==> src/verilog/mrd_pkg.sv <==
// Shared constants and types for the opcode decode and execute block.
package mrd_pkg;
   localparam int unsigned OP_W = 14;
   localparam int unsigned DATA_W = 8;
   localparam int unsigned ADDR_W = 7;
   localparam int unsigned PROG_COUNT_W = 11;
   // Opcode patterns and masks.
   localparam logic [13:0] LIT_MASK = 14'h3_c00;
   localparam logic [13:0] LIT_PAT = 14'h3_000;
   localparam logic [13:0] STORE_MASK = 14'h3_f80;
   localparam logic [13:0] STORE_PAT = 14'h0_080;
   localparam logic [13:0] RETI_PAT = 14'h0_009;
   localparam logic [13:0] TCFG_PAT = 14'h0_062;
   localparam logic [13:0] IDLE_MASK = 14'h3_f9f;
   localparam logic [13:0] IDLE_PAT = 14'h0_000;
   // Interrupt control register layout.
   localparam int unsigned INT_ENABLE_BIT = 7;
   localparam logic [7:0] INTCTL_RESET = 8'h00;
   // File address of the timer configuration register.
   localparam logic [6:0] TCFG_ADDR = 7'h01;
   localparam logic [7:0] TCFG_RESET = 8'hff;
   localparam logic [7:0] ACC_RESET = 8'h00;
   localparam logic [10:0] PROG_COUNT_RESET = 11'h000;
   localparam logic [1:0] RETI_CYCLES = 2'h2;
   typedef enum logic [2:0] {
      MRD_OP_OTHER = 3'b000,
      MRD_OP_LIT = 3'b001,
      MRD_OP_STORE = 3'b010,
      MRD_OP_IDLE = 3'b011,
      MRD_OP_RETI = 3'b100,
      MRD_OP_TCFG = 3'b101
   } mrd_op_e;
   typedef enum logic [0:0] {
      MRD_ST_RUN = 1'b0,
      MRD_ST_FLUSH = 1'b1
   } mrd_state_e;
endpackage
==> src/verilog/mrd_dec_if.sv <==
// Interface carrying the decoded instruction from decoder to executer.
`timescale 1ns/1ps
interface mrd_dec_if;
   mrd_pkg::mrd_op_e op;
   logic [7:0] literal;
   logic [6:0] faddr;
   modport dec (output op, output literal, output faddr);
   modport exe (input op, input literal, input faddr);
endinterface

==> src/verilog/mrd_core.sv <==
// Execute stage for literal load, store, idle, interrupt return and timer load.
// Function
// - Literal load puts low byte in accumulator.
// - Store copies accumulator to addressed file register.
// - Interrupt return pops stack into program counter.
// - Interrupt return sets global enable, flags untouched.
// - Interrupt return takes two instruction cycles.
// - Timer load copies accumulator to timer configuration.
// - Timer configuration also reachable by file addressing.
`timescale 1ns/1ps
module mrd_core (
   input wire logic sys_clk,
   input wire logic rst_n,
   input wire logic [13:0] opcode,
   input wire logic [10:0] stack_top_entry,
   input wire logic [7:0] file_rdata,
   output logic [7:0] accumulator,
   output logic [10:0] program_counter,
   output logic [7:0] interrupt_control_register,
   output logic [7:0] timer_config,
   output logic stack_pop,
   output logic file_we,
   output logic [6:0] file_waddr,
   output logic [7:0] file_wdata,
   output logic [6:0] file_raddr,
   output logic [7:0] file_rd_data,
   output logic fetch_flush
);
   mrd_dec_if dec_bus ();
   mrd_pkg::mrd_state_e state;
   mrd_pkg::mrd_state_e next_state;
   logic [7:0] next_accumulator;
   logic [10:0] next_program_counter;
   logic [7:0] next_interrupt_control_register;
   logic [7:0] next_timer_config;
   logic next_stack_pop;
   logic next_file_we;
   logic [6:0] next_file_waddr;
   logic [7:0] next_file_wdata;
   logic [6:0] next_file_raddr;
   logic [7:0] next_file_rd_data;
   logic next_fetch_flush;

   mrd_decoder u_decoder (
      .opcode(opcode),
      .dec(dec_bus.dec)
   );

   always_comb begin
      next_state = mrd_pkg::MRD_ST_RUN;
      next_accumulator = accumulator;
      next_program_counter = program_counter + 11'h001;
      next_interrupt_control_register = interrupt_control_register;
      next_timer_config = timer_config;
      next_stack_pop = 1'b0;
      next_file_we = 1'b0;
      next_file_waddr = file_waddr;
      next_file_wdata = file_wdata;
      next_file_raddr = dec_bus.faddr;
      // Reads of the timer configuration address are served locally.
      next_file_rd_data = (dec_bus.faddr == mrd_pkg::TCFG_ADDR) ? timer_config : file_rdata;
      next_fetch_flush = 1'b0;
      if (state == mrd_pkg::MRD_ST_FLUSH) begin
         // Second cycle of the return: the prefetched word is discarded.
         next_program_counter = program_counter;
      end else begin
         case (dec_bus.op)
            mrd_pkg::MRD_OP_LIT: begin
               next_accumulator = dec_bus.literal;
            end
            mrd_pkg::MRD_OP_STORE: begin
               if (dec_bus.faddr == mrd_pkg::TCFG_ADDR) begin
                  next_timer_config = accumulator;
               end else begin
                  next_file_we = 1'b1;
                  next_file_waddr = dec_bus.faddr;
                  next_file_wdata = accumulator;
               end
            end
            mrd_pkg::MRD_OP_RETI: begin
               next_program_counter = stack_top_entry;
               next_stack_pop = 1'b1;
               next_interrupt_control_register[mrd_pkg::INT_ENABLE_BIT] = 1'b1;
               next_state = mrd_pkg::MRD_ST_FLUSH;
               next_fetch_flush = 1'b1;
            end
            mrd_pkg::MRD_OP_TCFG: begin
               next_timer_config = accumulator;
            end
            mrd_pkg::MRD_OP_IDLE: begin
               next_accumulator = accumulator;
            end
            default: begin
               next_accumulator = accumulator;
            end
         endcase
      end
   end

   always_ff @(posedge sys_clk or negedge rst_n) begin
      if (!rst_n) begin
         state <= mrd_pkg::MRD_ST_RUN;
         accumulator <= mrd_pkg::ACC_RESET;
         program_counter <= mrd_pkg::PROG_COUNT_RESET;
         interrupt_control_register <= mrd_pkg::INTCTL_RESET;
         timer_config <= mrd_pkg::TCFG_RESET;
         stack_pop <= 1'b0;
         file_we <= 1'b0;
         file_waddr <= 7'h00;
         file_wdata <= 8'h00;
         file_raddr <= 7'h00;
         file_rd_data <= 8'h00;
         fetch_flush <= 1'b0;
      end else begin
         state <= next_state;
         accumulator <= next_accumulator;
         program_counter <= next_program_counter;
         interrupt_control_register <= next_interrupt_control_register;
         timer_config <= next_timer_config;
         stack_pop <= next_stack_pop;
         file_we <= next_file_we;
         file_waddr <= next_file_waddr;
         file_wdata <= next_file_wdata;
         file_raddr <= next_file_raddr;
         file_rd_data <= next_file_rd_data;
         fetch_flush <= next_fetch_flush;
      end
   end

   // Every antecedent also asks for the sampled reset to be high. On the edge that releases
   // reset the registers still sit at their reset values, so nothing was executed there and
   // a check that compared against the previous cycle would fire for no reason.
   property p_lit;
      @(posedge sys_clk) disable iff (!rst_n)
      (rst_n && state == mrd_pkg::MRD_ST_RUN && dec_bus.op == mrd_pkg::MRD_OP_LIT)
         |=> accumulator == $past(opcode[7:0]);
   endproperty
   a_lit: assert property (p_lit) else $error("literal not loaded");

   property p_store;
      @(posedge sys_clk) disable iff (!rst_n)
      (rst_n && state == mrd_pkg::MRD_ST_RUN && dec_bus.op == mrd_pkg::MRD_OP_STORE
         && dec_bus.faddr != mrd_pkg::TCFG_ADDR)
         |=> file_we && file_wdata == $past(accumulator) && file_waddr == $past(opcode[6:0]);
   endproperty
   a_store: assert property (p_store) else $error("store write wrong");

   property p_reti_jump;
      @(posedge sys_clk) disable iff (!rst_n)
      (rst_n && state == mrd_pkg::MRD_ST_RUN && dec_bus.op == mrd_pkg::MRD_OP_RETI)
         |=> stack_pop && program_counter == $past(stack_top_entry);
   endproperty
   a_reti_jump: assert property (p_reti_jump) else $error("return address not loaded");

   property p_reti_enable;
      @(posedge sys_clk) disable iff (!rst_n)
      (rst_n && state == mrd_pkg::MRD_ST_RUN && dec_bus.op == mrd_pkg::MRD_OP_RETI)
         |=> interrupt_control_register[mrd_pkg::INT_ENABLE_BIT]
            && accumulator == $past(accumulator);
   endproperty
   a_reti_enable: assert property (p_reti_enable) else $error("global enable not set");

   // Only the return may touch the interrupt control register; a stray write would
   // re-enable or mask interrupts behind the software's back.
   property p_enable_hold;
      @(posedge sys_clk) disable iff (!rst_n)
      (rst_n && !(state == mrd_pkg::MRD_ST_RUN && dec_bus.op == mrd_pkg::MRD_OP_RETI))
         |=> $stable(interrupt_control_register);
   endproperty
   a_enable_hold: assert property (p_enable_hold) else $error("interrupt control changed");

   property p_reti_two;
      @(posedge sys_clk) disable iff (!rst_n)
      (rst_n && state == mrd_pkg::MRD_ST_RUN && dec_bus.op == mrd_pkg::MRD_OP_RETI)
         |=> state == mrd_pkg::MRD_ST_FLUSH ##1 state == mrd_pkg::MRD_ST_RUN
            && $stable(program_counter);
   endproperty
   a_reti_two: assert property (p_reti_two) else $error("return not two cycles");

   property p_reti_once;
      @(posedge sys_clk) disable iff (!rst_n)
      (rst_n && stack_pop)
         |-> fetch_flush && state == mrd_pkg::MRD_ST_FLUSH ##1 !stack_pop && !fetch_flush;
   endproperty
   a_reti_once: assert property (p_reti_once) else $error("return pulses wrong");

   // The word fetched behind a return is discarded, whatever it decodes to.
   property p_flush_quiet;
      @(posedge sys_clk) disable iff (!rst_n)
      (rst_n && state == mrd_pkg::MRD_ST_FLUSH)
         |=> $stable(accumulator) && $stable(program_counter) && $stable(timer_config)
            && !file_we && !stack_pop && !fetch_flush;
   endproperty
   a_flush_quiet: assert property (p_flush_quiet) else $error("flush cycle executed");

   property p_tcfg;
      @(posedge sys_clk) disable iff (!rst_n)
      (rst_n && state == mrd_pkg::MRD_ST_RUN && dec_bus.op == mrd_pkg::MRD_OP_TCFG)
         |=> timer_config == $past(accumulator) && !file_we;
   endproperty
   a_tcfg: assert property (p_tcfg) else $error("timer load wrong");

   property p_tcfg_file;
      @(posedge sys_clk) disable iff (!rst_n)
      (rst_n && state == mrd_pkg::MRD_ST_RUN && dec_bus.op == mrd_pkg::MRD_OP_STORE
         && dec_bus.faddr == mrd_pkg::TCFG_ADDR)
         |=> timer_config == $past(accumulator) && !file_we;
   endproperty
   a_tcfg_file: assert property (p_tcfg_file) else $error("timer file write wrong");

   property p_idle;
      @(posedge sys_clk) disable iff (!rst_n)
      (rst_n && state == mrd_pkg::MRD_ST_RUN && dec_bus.op == mrd_pkg::MRD_OP_IDLE)
         |=> $stable(accumulator) && $stable(timer_config) && !file_we && !stack_pop
            && program_counter == $past(program_counter) + 11'h001;
   endproperty
   a_idle: assert property (p_idle) else $error("idle changed state");

   c_reti: cover property (@(posedge sys_clk) disable iff (!rst_n)
      dec_bus.op == mrd_pkg::MRD_OP_RETI ##1 dec_bus.op == mrd_pkg::MRD_OP_LIT);
   c_store: cover property (@(posedge sys_clk) disable iff (!rst_n) file_we);
   c_tcfg: cover property (@(posedge sys_clk) disable iff (!rst_n)
      dec_bus.op == mrd_pkg::MRD_OP_TCFG);
   c_idle: cover property (@(posedge sys_clk) disable iff (!rst_n)
      state == mrd_pkg::MRD_ST_RUN && dec_bus.op == mrd_pkg::MRD_OP_IDLE);
endmodule

==> src/verilog/mrd_decoder.sv <==
// Combinational opcode classifier for the five handled instructions.
`timescale 1ns/1ps
module mrd_decoder (
   input wire logic [13:0] opcode,
   mrd_dec_if.dec dec
);
   always_comb begin
      dec.literal = opcode[7:0];
      dec.faddr = opcode[6:0];
      if ((opcode & mrd_pkg::LIT_MASK) == mrd_pkg::LIT_PAT) begin
         dec.op = mrd_pkg::MRD_OP_LIT;
      end else if ((opcode & mrd_pkg::STORE_MASK) == mrd_pkg::STORE_PAT) begin
         dec.op = mrd_pkg::MRD_OP_STORE;
      end else if (opcode == mrd_pkg::RETI_PAT) begin
         dec.op = mrd_pkg::MRD_OP_RETI;
      end else if (opcode == mrd_pkg::TCFG_PAT) begin
         dec.op = mrd_pkg::MRD_OP_TCFG;
      end else if ((opcode & mrd_pkg::IDLE_MASK) == mrd_pkg::IDLE_PAT) begin
         dec.op = mrd_pkg::MRD_OP_IDLE;
      end else begin
         dec.op = mrd_pkg::MRD_OP_OTHER;
      end
   end
endmodule

==> config.mk <==
export PLATFORM = sky130hd
export DESIGN_NAME = mrd_core
export DESIGN_NICKNAME = d
export VERILOG_FILES = /design/src/verilog/mrd_pkg.sv /design/src/verilog/mrd_dec_if.sv /design/src/verilog/mrd_core.sv /design/src/verilog/mrd_decoder.sv
export SDC_FILE = /design/constraint.sdc
export NUM_CORES = 1
export LEC_CHECK = 0
export ABC_AREA = 1
export BUFFER_PORTS_ARGS = -buffer_cell sky130_fd_sc_hd__buf_2
export CORE_ASPECT_RATIO = 2
export CORE_MARGIN = 4
export CORE_UTILIZATION = 50
export CTS_CLUSTER_DIAMETER = 200
export CTS_CLUSTER_SIZE = 20
export DETAILED_ROUTE_END_ITERATION = 7
export GPL_TIMING_DRIVEN = 0
export HOLD_SLACK_MARGIN = 0.05
export PLACE_DENSITY = 0.91
export SLEW_MARGIN = 5
export SYNTH_ARGS = -nofsm -noshare
export SYNTH_HDL_FRONTEND = slang
export SYNTH_SLANG_ARGS = --single-unit
==> constraint.sdc <==
create_clock -name sys_clk -period 3.5 [get_ports sys_clk]
set_input_delay 0.7 -clock sys_clk [delete_from_list [all_inputs] [get_ports sys_clk]]
set_output_delay 0.7 -clock sys_clk [all_outputs]
set_load 0.02 [all_outputs]
# --- After elaboration in Yosys (flattened, before gate mapping) ---
# Cells that the tools add are included.
totals:
  inputBits: 35
  register_bits: 60
  wordCells: 43
  out_inout_bits: 68
classes:
  n_eq_ne: 10
  bitwise_logic: 2
  n_addsub: 1
  muxes: 14
  n_reduce_logical: 6
op_table:
  columns: ["op", "n"]
  rows:
  - ["$mux 8", 2]
  - ["$pmux 8 s2", 1]
  - ["$eq 14x4->1 const B", 1]
  - ["$eq 14x7->1 const B", 1]
  - ["$eq 7x1->1 const B", 2]
  - ["$logic_not 14->1", 1]
  - ["$mux 3", 4]
  - ["$add 11x1->11 const B", 1]
  - ["$mux 11", 1]
  - ["$eq 3x3->1 const B", 2]
  - ["$reduce_and 3->1", 2]
  - ["$mux 1", 5]
  - ["$eq 4x4->1 const B", 1]
  - ["$reduce_and 2->1", 2]
  - ["$eq 3x1->1 const B", 1]
  - ["$eq 3x2->1 const B", 1]
  - ["$mux 2", 1]
  - ["$ne 2x2->1 const B", 1]
  - ["$not 1->1", 2]
  - ["$reduce_bool 2->1", 1]

# --- Depth between registers and ports, before layout ---
depth:
  depth_word: 9
  depth_mapped: 9
  depth_no_buf: 9

# --- Modules after synthesis ---
# Synthesis repeated with hierarchy kept, for this count alone.
hier_totals:
  cells_unflattened: 339
  hier_area_um2: 2867.8
modules_own_cells:
  columns: ["module", "instances", "area_each_um2", "seq_area_each_um2", "cells_each"]
  rows:
  - ["mrd_core", 1, 2625.0, 1511.4, 296]
  - ["mrd_decoder", 1, 242.7, 0.0, 43]

# --- Worst setup path before layout ---
# No wires, ideal clock.
synth_timing:
  kind: "input to register"
  start: "input port opcode[10]"
  end: "register file_waddr[4]"
  stages: 7
  setup_slack_ns: 1.890
  t_required_ns: 3.382
  arrival_time_ns: 1.492
  cell_sequence: "nor2_1 -> nand3_2 -> nor2_4 -> nand3_4 -> buf_12 -> nand2_2 -> o21ai_2"
synth_via:
  elab_chain_cells: 8
  elab_cells_between_ends: 12
  classes_between: "eq/ne (5); mux (5); reduce/logical (2)"
synth_rtl:
  columns: ["element", "line_no", "source"]
  rows:
  - ["start, declared", "mrd_core.sv:14", "input wire logic [13:0] opcode,"]
  - ["$logic_not 14->1", "mrd_decoder.sv:18", "end else if ((opcode & mrd_pkg::IDLE_MASK) == mrd_pkg::IDLE_PAT) begin"]
  - ["$mux 2", "mrd_decoder.sv:18", null]
  - ["$mux 3", "mrd_decoder.sv:16", "end else if (opcode == mrd_pkg::TCFG_PAT) begin"]
  - ["$mux 3", "mrd_decoder.sv:14", "end else if (opcode == mrd_pkg::RETI_PAT) begin"]
  - ["$mux 3", "mrd_decoder.sv:12", "end else if ((opcode & mrd_pkg::STORE_MASK) == mrd_pkg::STORE_PAT) begin"]
  - ["$mux 3 *", "mrd_decoder.sv:10", "if ((opcode & mrd_pkg::LIT_MASK) == mrd_pkg::LIT_PAT) begin"]
  - ["$eq 3x2->1 *", "mrd_core.sv:67", "case (dec_bus.op)"]
  - ["$reduce_and 3->1 (no line) *", null, null]
  - ["end signal, assigned", "mrd_core.sv:122", "file_waddr <= next_file_waddr;"]
  - ["end, declared", "mrd_core.sv:23", "output logic [6:0] file_waddr,"]
# Mark *: on every way between the ends. The rest lies on a longest branch, timed or not.
# A chain may end at the register's enable or synchronous reset.

==> impl_metrics.env <==
export IMPL_run_status="complete, no violations"
export IMPL_power_frac_seq_pct=40.1
export IMPL_global_route_usage_total_pct=23.2
export IMPL_timing_final_crit_share_pct=50.5
export IMPL_fmax_achieved_ghz=0.565
export IMPL_path_delay_family="flip-flops"
export IMPL_end_kind="output pin"
export IMPL_cts_sinks=60
export IMPL_synth_simple_gate_area_share_pct=34.1
export IMPL_tritoncts="yes"
export IMPL_input_output_buffers=95
export IMPL_synth_lib_cells_used_distinct=28
export IMPL_ys_seq_area_share_pct=52.1
export IMPL_clk_transition_reported_paths_ns=0.05
export IMPL_maxCapViolCount=0
export IMPL_routabilityCongestion=0.898
export IMPL_seq_cells_post_synth=60
export IMPL_post_synthesis_area_per_instance_um2=8.51
export IMPL_slew_headroom_pct=50.1
export IMPL_worst_pin_slew_ns=0.749
export IMPL_synth_top_family_by_area="simple AND/OR/NAND/NOR gates"
export IMPL_rsz0062_at_grt="no"
export IMPL_holdBufCountCts=0
export IMPL_netlist_area_leader_share_pct=44.9
export IMPL_fp_dieArea_um2=7160
export IMPL_cp_num_buf_inv=2
export IMPL_synth_adder_area_share_pct=0.431
export IMPL_finalMaxSlewViolations=0
export IMPL_first_pass_grt_wire_length_um=12000
export IMPL_p_sw_share_pct=30.0
export IMPL_total_switching_power_uw=649
export IMPL_critical_path_slowest_cell="sky130_fd_sc_hd__dfrtp_1"
export IMPL_synth_compound_area_share_pct=3.49
export IMPL_arrival_time_at_the_worst_endpoint_ns=1.07
export IMPL_die_h_um=116
export IMPL_clock_latency_ns=0.33
export IMPL_cts_htree_levels=3
export IMPL_netlist_top_cells_area="sky130_fd_sc_hd__dfrtp_1, sky130_fd_sc_hd__nand2_1, sky130_fd_sc_hd__dfstp_2, sky130_fd_sc_hd__nand3_1, sky130_fd_sc_hd__inv_1"
export IMPL_cp_cell_sequence="buf_4 > buf_2"
export IMPL_fraction_of_final_layout_cells_with_drive_strength_greater_than_1_pct=37.3
export IMPL_drt_first_iter_violations=137
export IMPL_syn2layout_area_growth_pct=30.4
export IMPL_start_kind="register"
export IMPL_holdWs_ns=0.436
export IMPL_synthCells=341
export IMPL_yosys_area_share_xor_xnor_pct=0.906
export IMPL_cts_resized=0
export IMPL_drt_wirelength_per_cell_um=14.3
export IMPL_insertedDiodeCount=0
export IMPL_postLayoutSetupSlackWorst_ns=1.73
export IMPL_number_of_fill_cells=458
export IMPL_power_report_internal_total_mw=1.51
export IMPL_pre_repair_dr_iteration_count=4
export IMPL_syn_area_um2=2900
export IMPL_final_hold_violation_count=0
export IMPL_nets=489
export IMPL_hold_path_class="in2async"
export IMPL_power_density_cell_area_nw_per_um2=572
export IMPL_placeableCoreArea_um2=5660
export IMPL_worst_path_largest_cell_delay_ns=0.44
export IMPL_route_detailed_drc=0
export IMPL_pin_count_of_the_biggest_net_entering_global_routing=61
export IMPL_grt_overflow_total=0
export IMPL_static_leakage_power_nw=2.15
export IMPL_post_cts_setup_buffer_count=0
export IMPL_share_of_power_burned_in_the_clock_network_pct=41.0
export IMPL_final_period_minus_worst_setup_slack_ns=1.77
export IMPL_synth_area_mux_share_pct=0
export IMPL_vdd_ir_drop_max_mv=0.635
export IMPL_grt_pass1_vias=2583
export IMPL_layout_area_seq_um2=1510
export IMPL_root_buffer="sky130_fd_sc_hd__clkbuf_16"
export IMPL_route_final_wire_length_um=7430
export IMPL_detail_route_antenna_nets=0
export IMPL_timing_critical_path_required_ns=2.80
export IMPL_multi_input_comb_area_um2=1160
export IMPL_number_of_antenna_violations_at_the_first_check_in_global_routing=0
export IMPL_initial_utilization_pct=51.2
export IMPL_tritoncts_num_buffers=9
export IMPL_skew_ns=0.00829
export IMPL_netlist_top_cell_by_area="sky130_fd_sc_hd__dfrtp_1"
export IMPL_final_setup_viol_count=0
export IMPL_critical_path_class="reg2out"
export IMPL_pre_cts_slack_ns=1.58
export IMPL_floorplan_die_width_um=61.9
export IMPL_io_pin_count=103
export IMPL_detailedPlacementHpwl_um=5600
export IMPL_critical_path_peak_fanout=6
export IMPL_via_count=2584
export IMPL_power_combinational_fraction_pct=19.0
export IMPL_fp_row_count=39
export IMPL_fin_tns_setup_ns=0
export IMPL_ys_warn_count=0
export IMPL_clock_tree_buffer_depth=2
export IMPL_avgViaCountPerCell=4.98
[registers in the layout, indices dropped and copies added (netlist names)]
signal and count:
program_counter 11, accumulator 8, file_rd_data 8, file_wdata 8
timer_config 8, file_raddr 7, file_waddr 7, file_we 1
interrupt_control_register 1, state 1
[metrics by stage]
stage          power, mW  std cells  utilization [%]  instance area, µm²
3_3_place_gp        1.27        503             61.4                3470
4_1_cts             2.18        519             66.8                3780
2_1_floorplan       1.12        347                -                2920
6_report            2.16        519             66.8                3780
3_5_place_dp        1.29        503             61.4                3470
5_1_grt             2.27        519             66.8                3780
[cell usage after synthesis]
library cell               instances
sky130_fd_sc_hd__buf_4             8
sky130_fd_sc_hd__or2_1             1
sky130_fd_sc_hd__nand4_1           6
sky130_fd_sc_hd__o21ai_2           7
sky130_fd_sc_hd__nand3_1          32
sky130_fd_sc_hd__ha_1              1
sky130_fd_sc_hd__nand3_4           1
sky130_fd_sc_hd__nand2_4           3
sky130_fd_sc_hd__buf_1             1
sky130_fd_sc_hd__nor2_4            3
sky130_fd_sc_hd__conb_1            1
sky130_fd_sc_hd__dfrtp_1          52
sky130_fd_sc_hd__dfstp_2           8
sky130_fd_sc_hd__nand2_2          16
sky130_fd_sc_hd__o21ai_0           8
sky130_fd_sc_hd__inv_1            27
sky130_fd_sc_hd__nand3b_1          3
sky130_fd_sc_hd__clkbuf_1          3
sky130_fd_sc_hd__xor2_1            1
sky130_fd_sc_hd__inv_6             1
sky130_fd_sc_hd__xnor2_1           2
sky130_fd_sc_hd__nand3_2           1
sky130_fd_sc_hd__buf_12            2
sky130_fd_sc_hd__nor2_1           12
sky130_fd_sc_hd__nor2_8            1
sky130_fd_sc_hd__nand2_1         129
sky130_fd_sc_hd__inv_2             8
sky130_fd_sc_hd__nor2_2            3
[cell families after synthesis]
| group | Yosys count |
|---|---|
| compound gates | 15 |
| other cells | 1 |
| xor+xnor | 3 |
| buf+inv | 50 |
| fa+ha+maj | 1 |
| flops | 60 |
| simple gates | 211 |
[placed cells by master (no fill, tap or decap), types with 7 or more instances in the layout]
| cell type | n |
|---|---|
| sky130_fd_sc_hd__nand2_1 | 129 |
| sky130_fd_sc_hd__buf_2 | 94 |
| sky130_fd_sc_hd__dfrtp_1 | 52 |
| sky130_fd_sc_hd__nand3_1 | 32 |
| sky130_fd_sc_hd__inv_1 | 27 |
| sky130_fd_sc_hd__nand2_2 | 16 |
| sky130_fd_sc_hd__nor2_1 | 12 |
| sky130_fd_sc_hd__buf_4 | 9 |
| sky130_fd_sc_hd__clkbuf_16 | 9 |
| sky130_fd_sc_hd__inv_2 | 8 |
| sky130_fd_sc_hd__o21ai_0 | 8 |
| sky130_fd_sc_hd__dfstp_2 | 8 |
| sky130_fd_sc_hd__o21ai_2 | 7 |
| sky130_fd_sc_hd__conb_1 | 7 |
[worst register-to-register path, cell delays in order, from the launching register on]
cell,delay [ns]
sky130_fd_sc_hd__dfrtp_1,0.50
sky130_fd_sc_hd__ha_1,0.34
sky130_fd_sc_hd__inv_1,0.06
sky130_fd_sc_hd__nor2_1,0.21
sky130_fd_sc_hd__nand4_1,0.13
sky130_fd_sc_hd__nand2_1,0.09
sky130_fd_sc_hd__nand2_1,0.06
sky130_fd_sc_hd__nand3_1,0.08
sky130_fd_sc_hd__nand2_1,0.06
[power by group through the flow]
stage / registers, mW / logic, mW / clock network, mW
after floorplan: 0.957 / 0.161 / 0
after global placement: 0.871 / 0.400 / 0
after detailed placement: 0.874 / 0.411 / 0
after CTS: 0.864 / 0.414 / 0.899
after global routing: 0.878 / 0.458 / 0.932
final: 0.866 / 0.410 / 0.886
[per-layer routing]
metal | vias up | track usage, % | wire, µm
met3 | 21 | 6.47 | 412
met2 | 88 | 39.1 | 4220
li1 | 1269 | - | -
met5 | - | 0 | 0
met1 | 1206 | 25.0 | 2550
met4 | 0 | 13.0 | 250
[worst paths after layout]
| check | from | end | slack, ns | depth (start not counted) |
|---|---|---|---|---|
| max | state | stack_pop | 1.73 | 2 |
| min | rst_n | program_counter[0] | 0.44 | 1 |
| max reg2reg | program_counter[0] | program_counter[8] | 1.87 | 8 |
| min reg2reg | timer_config[4] | timer_config[4] | 0.47 | 2 |
| max in group asynchronous | rst_n | file_wdata[5] | 2.56 | 1 |
| min in group sys_clk | timer_config[4] | timer_config[4] | 0.47 | 2 |
[area by class of cell]
type                            instances  area share, %
Buffer                                 14           3.04
Clock buffer                           13           6.88
Multi-Input combinational cell        237           30.6
Inverter                               36           3.70
Sequential cell                        60           40.0
Tap cell                               61           2.02
Clock inverter                          3           1.19
Timing Repair Buffer                   95           12.6
No activity file was read; power rests on OpenSTA's default activity.
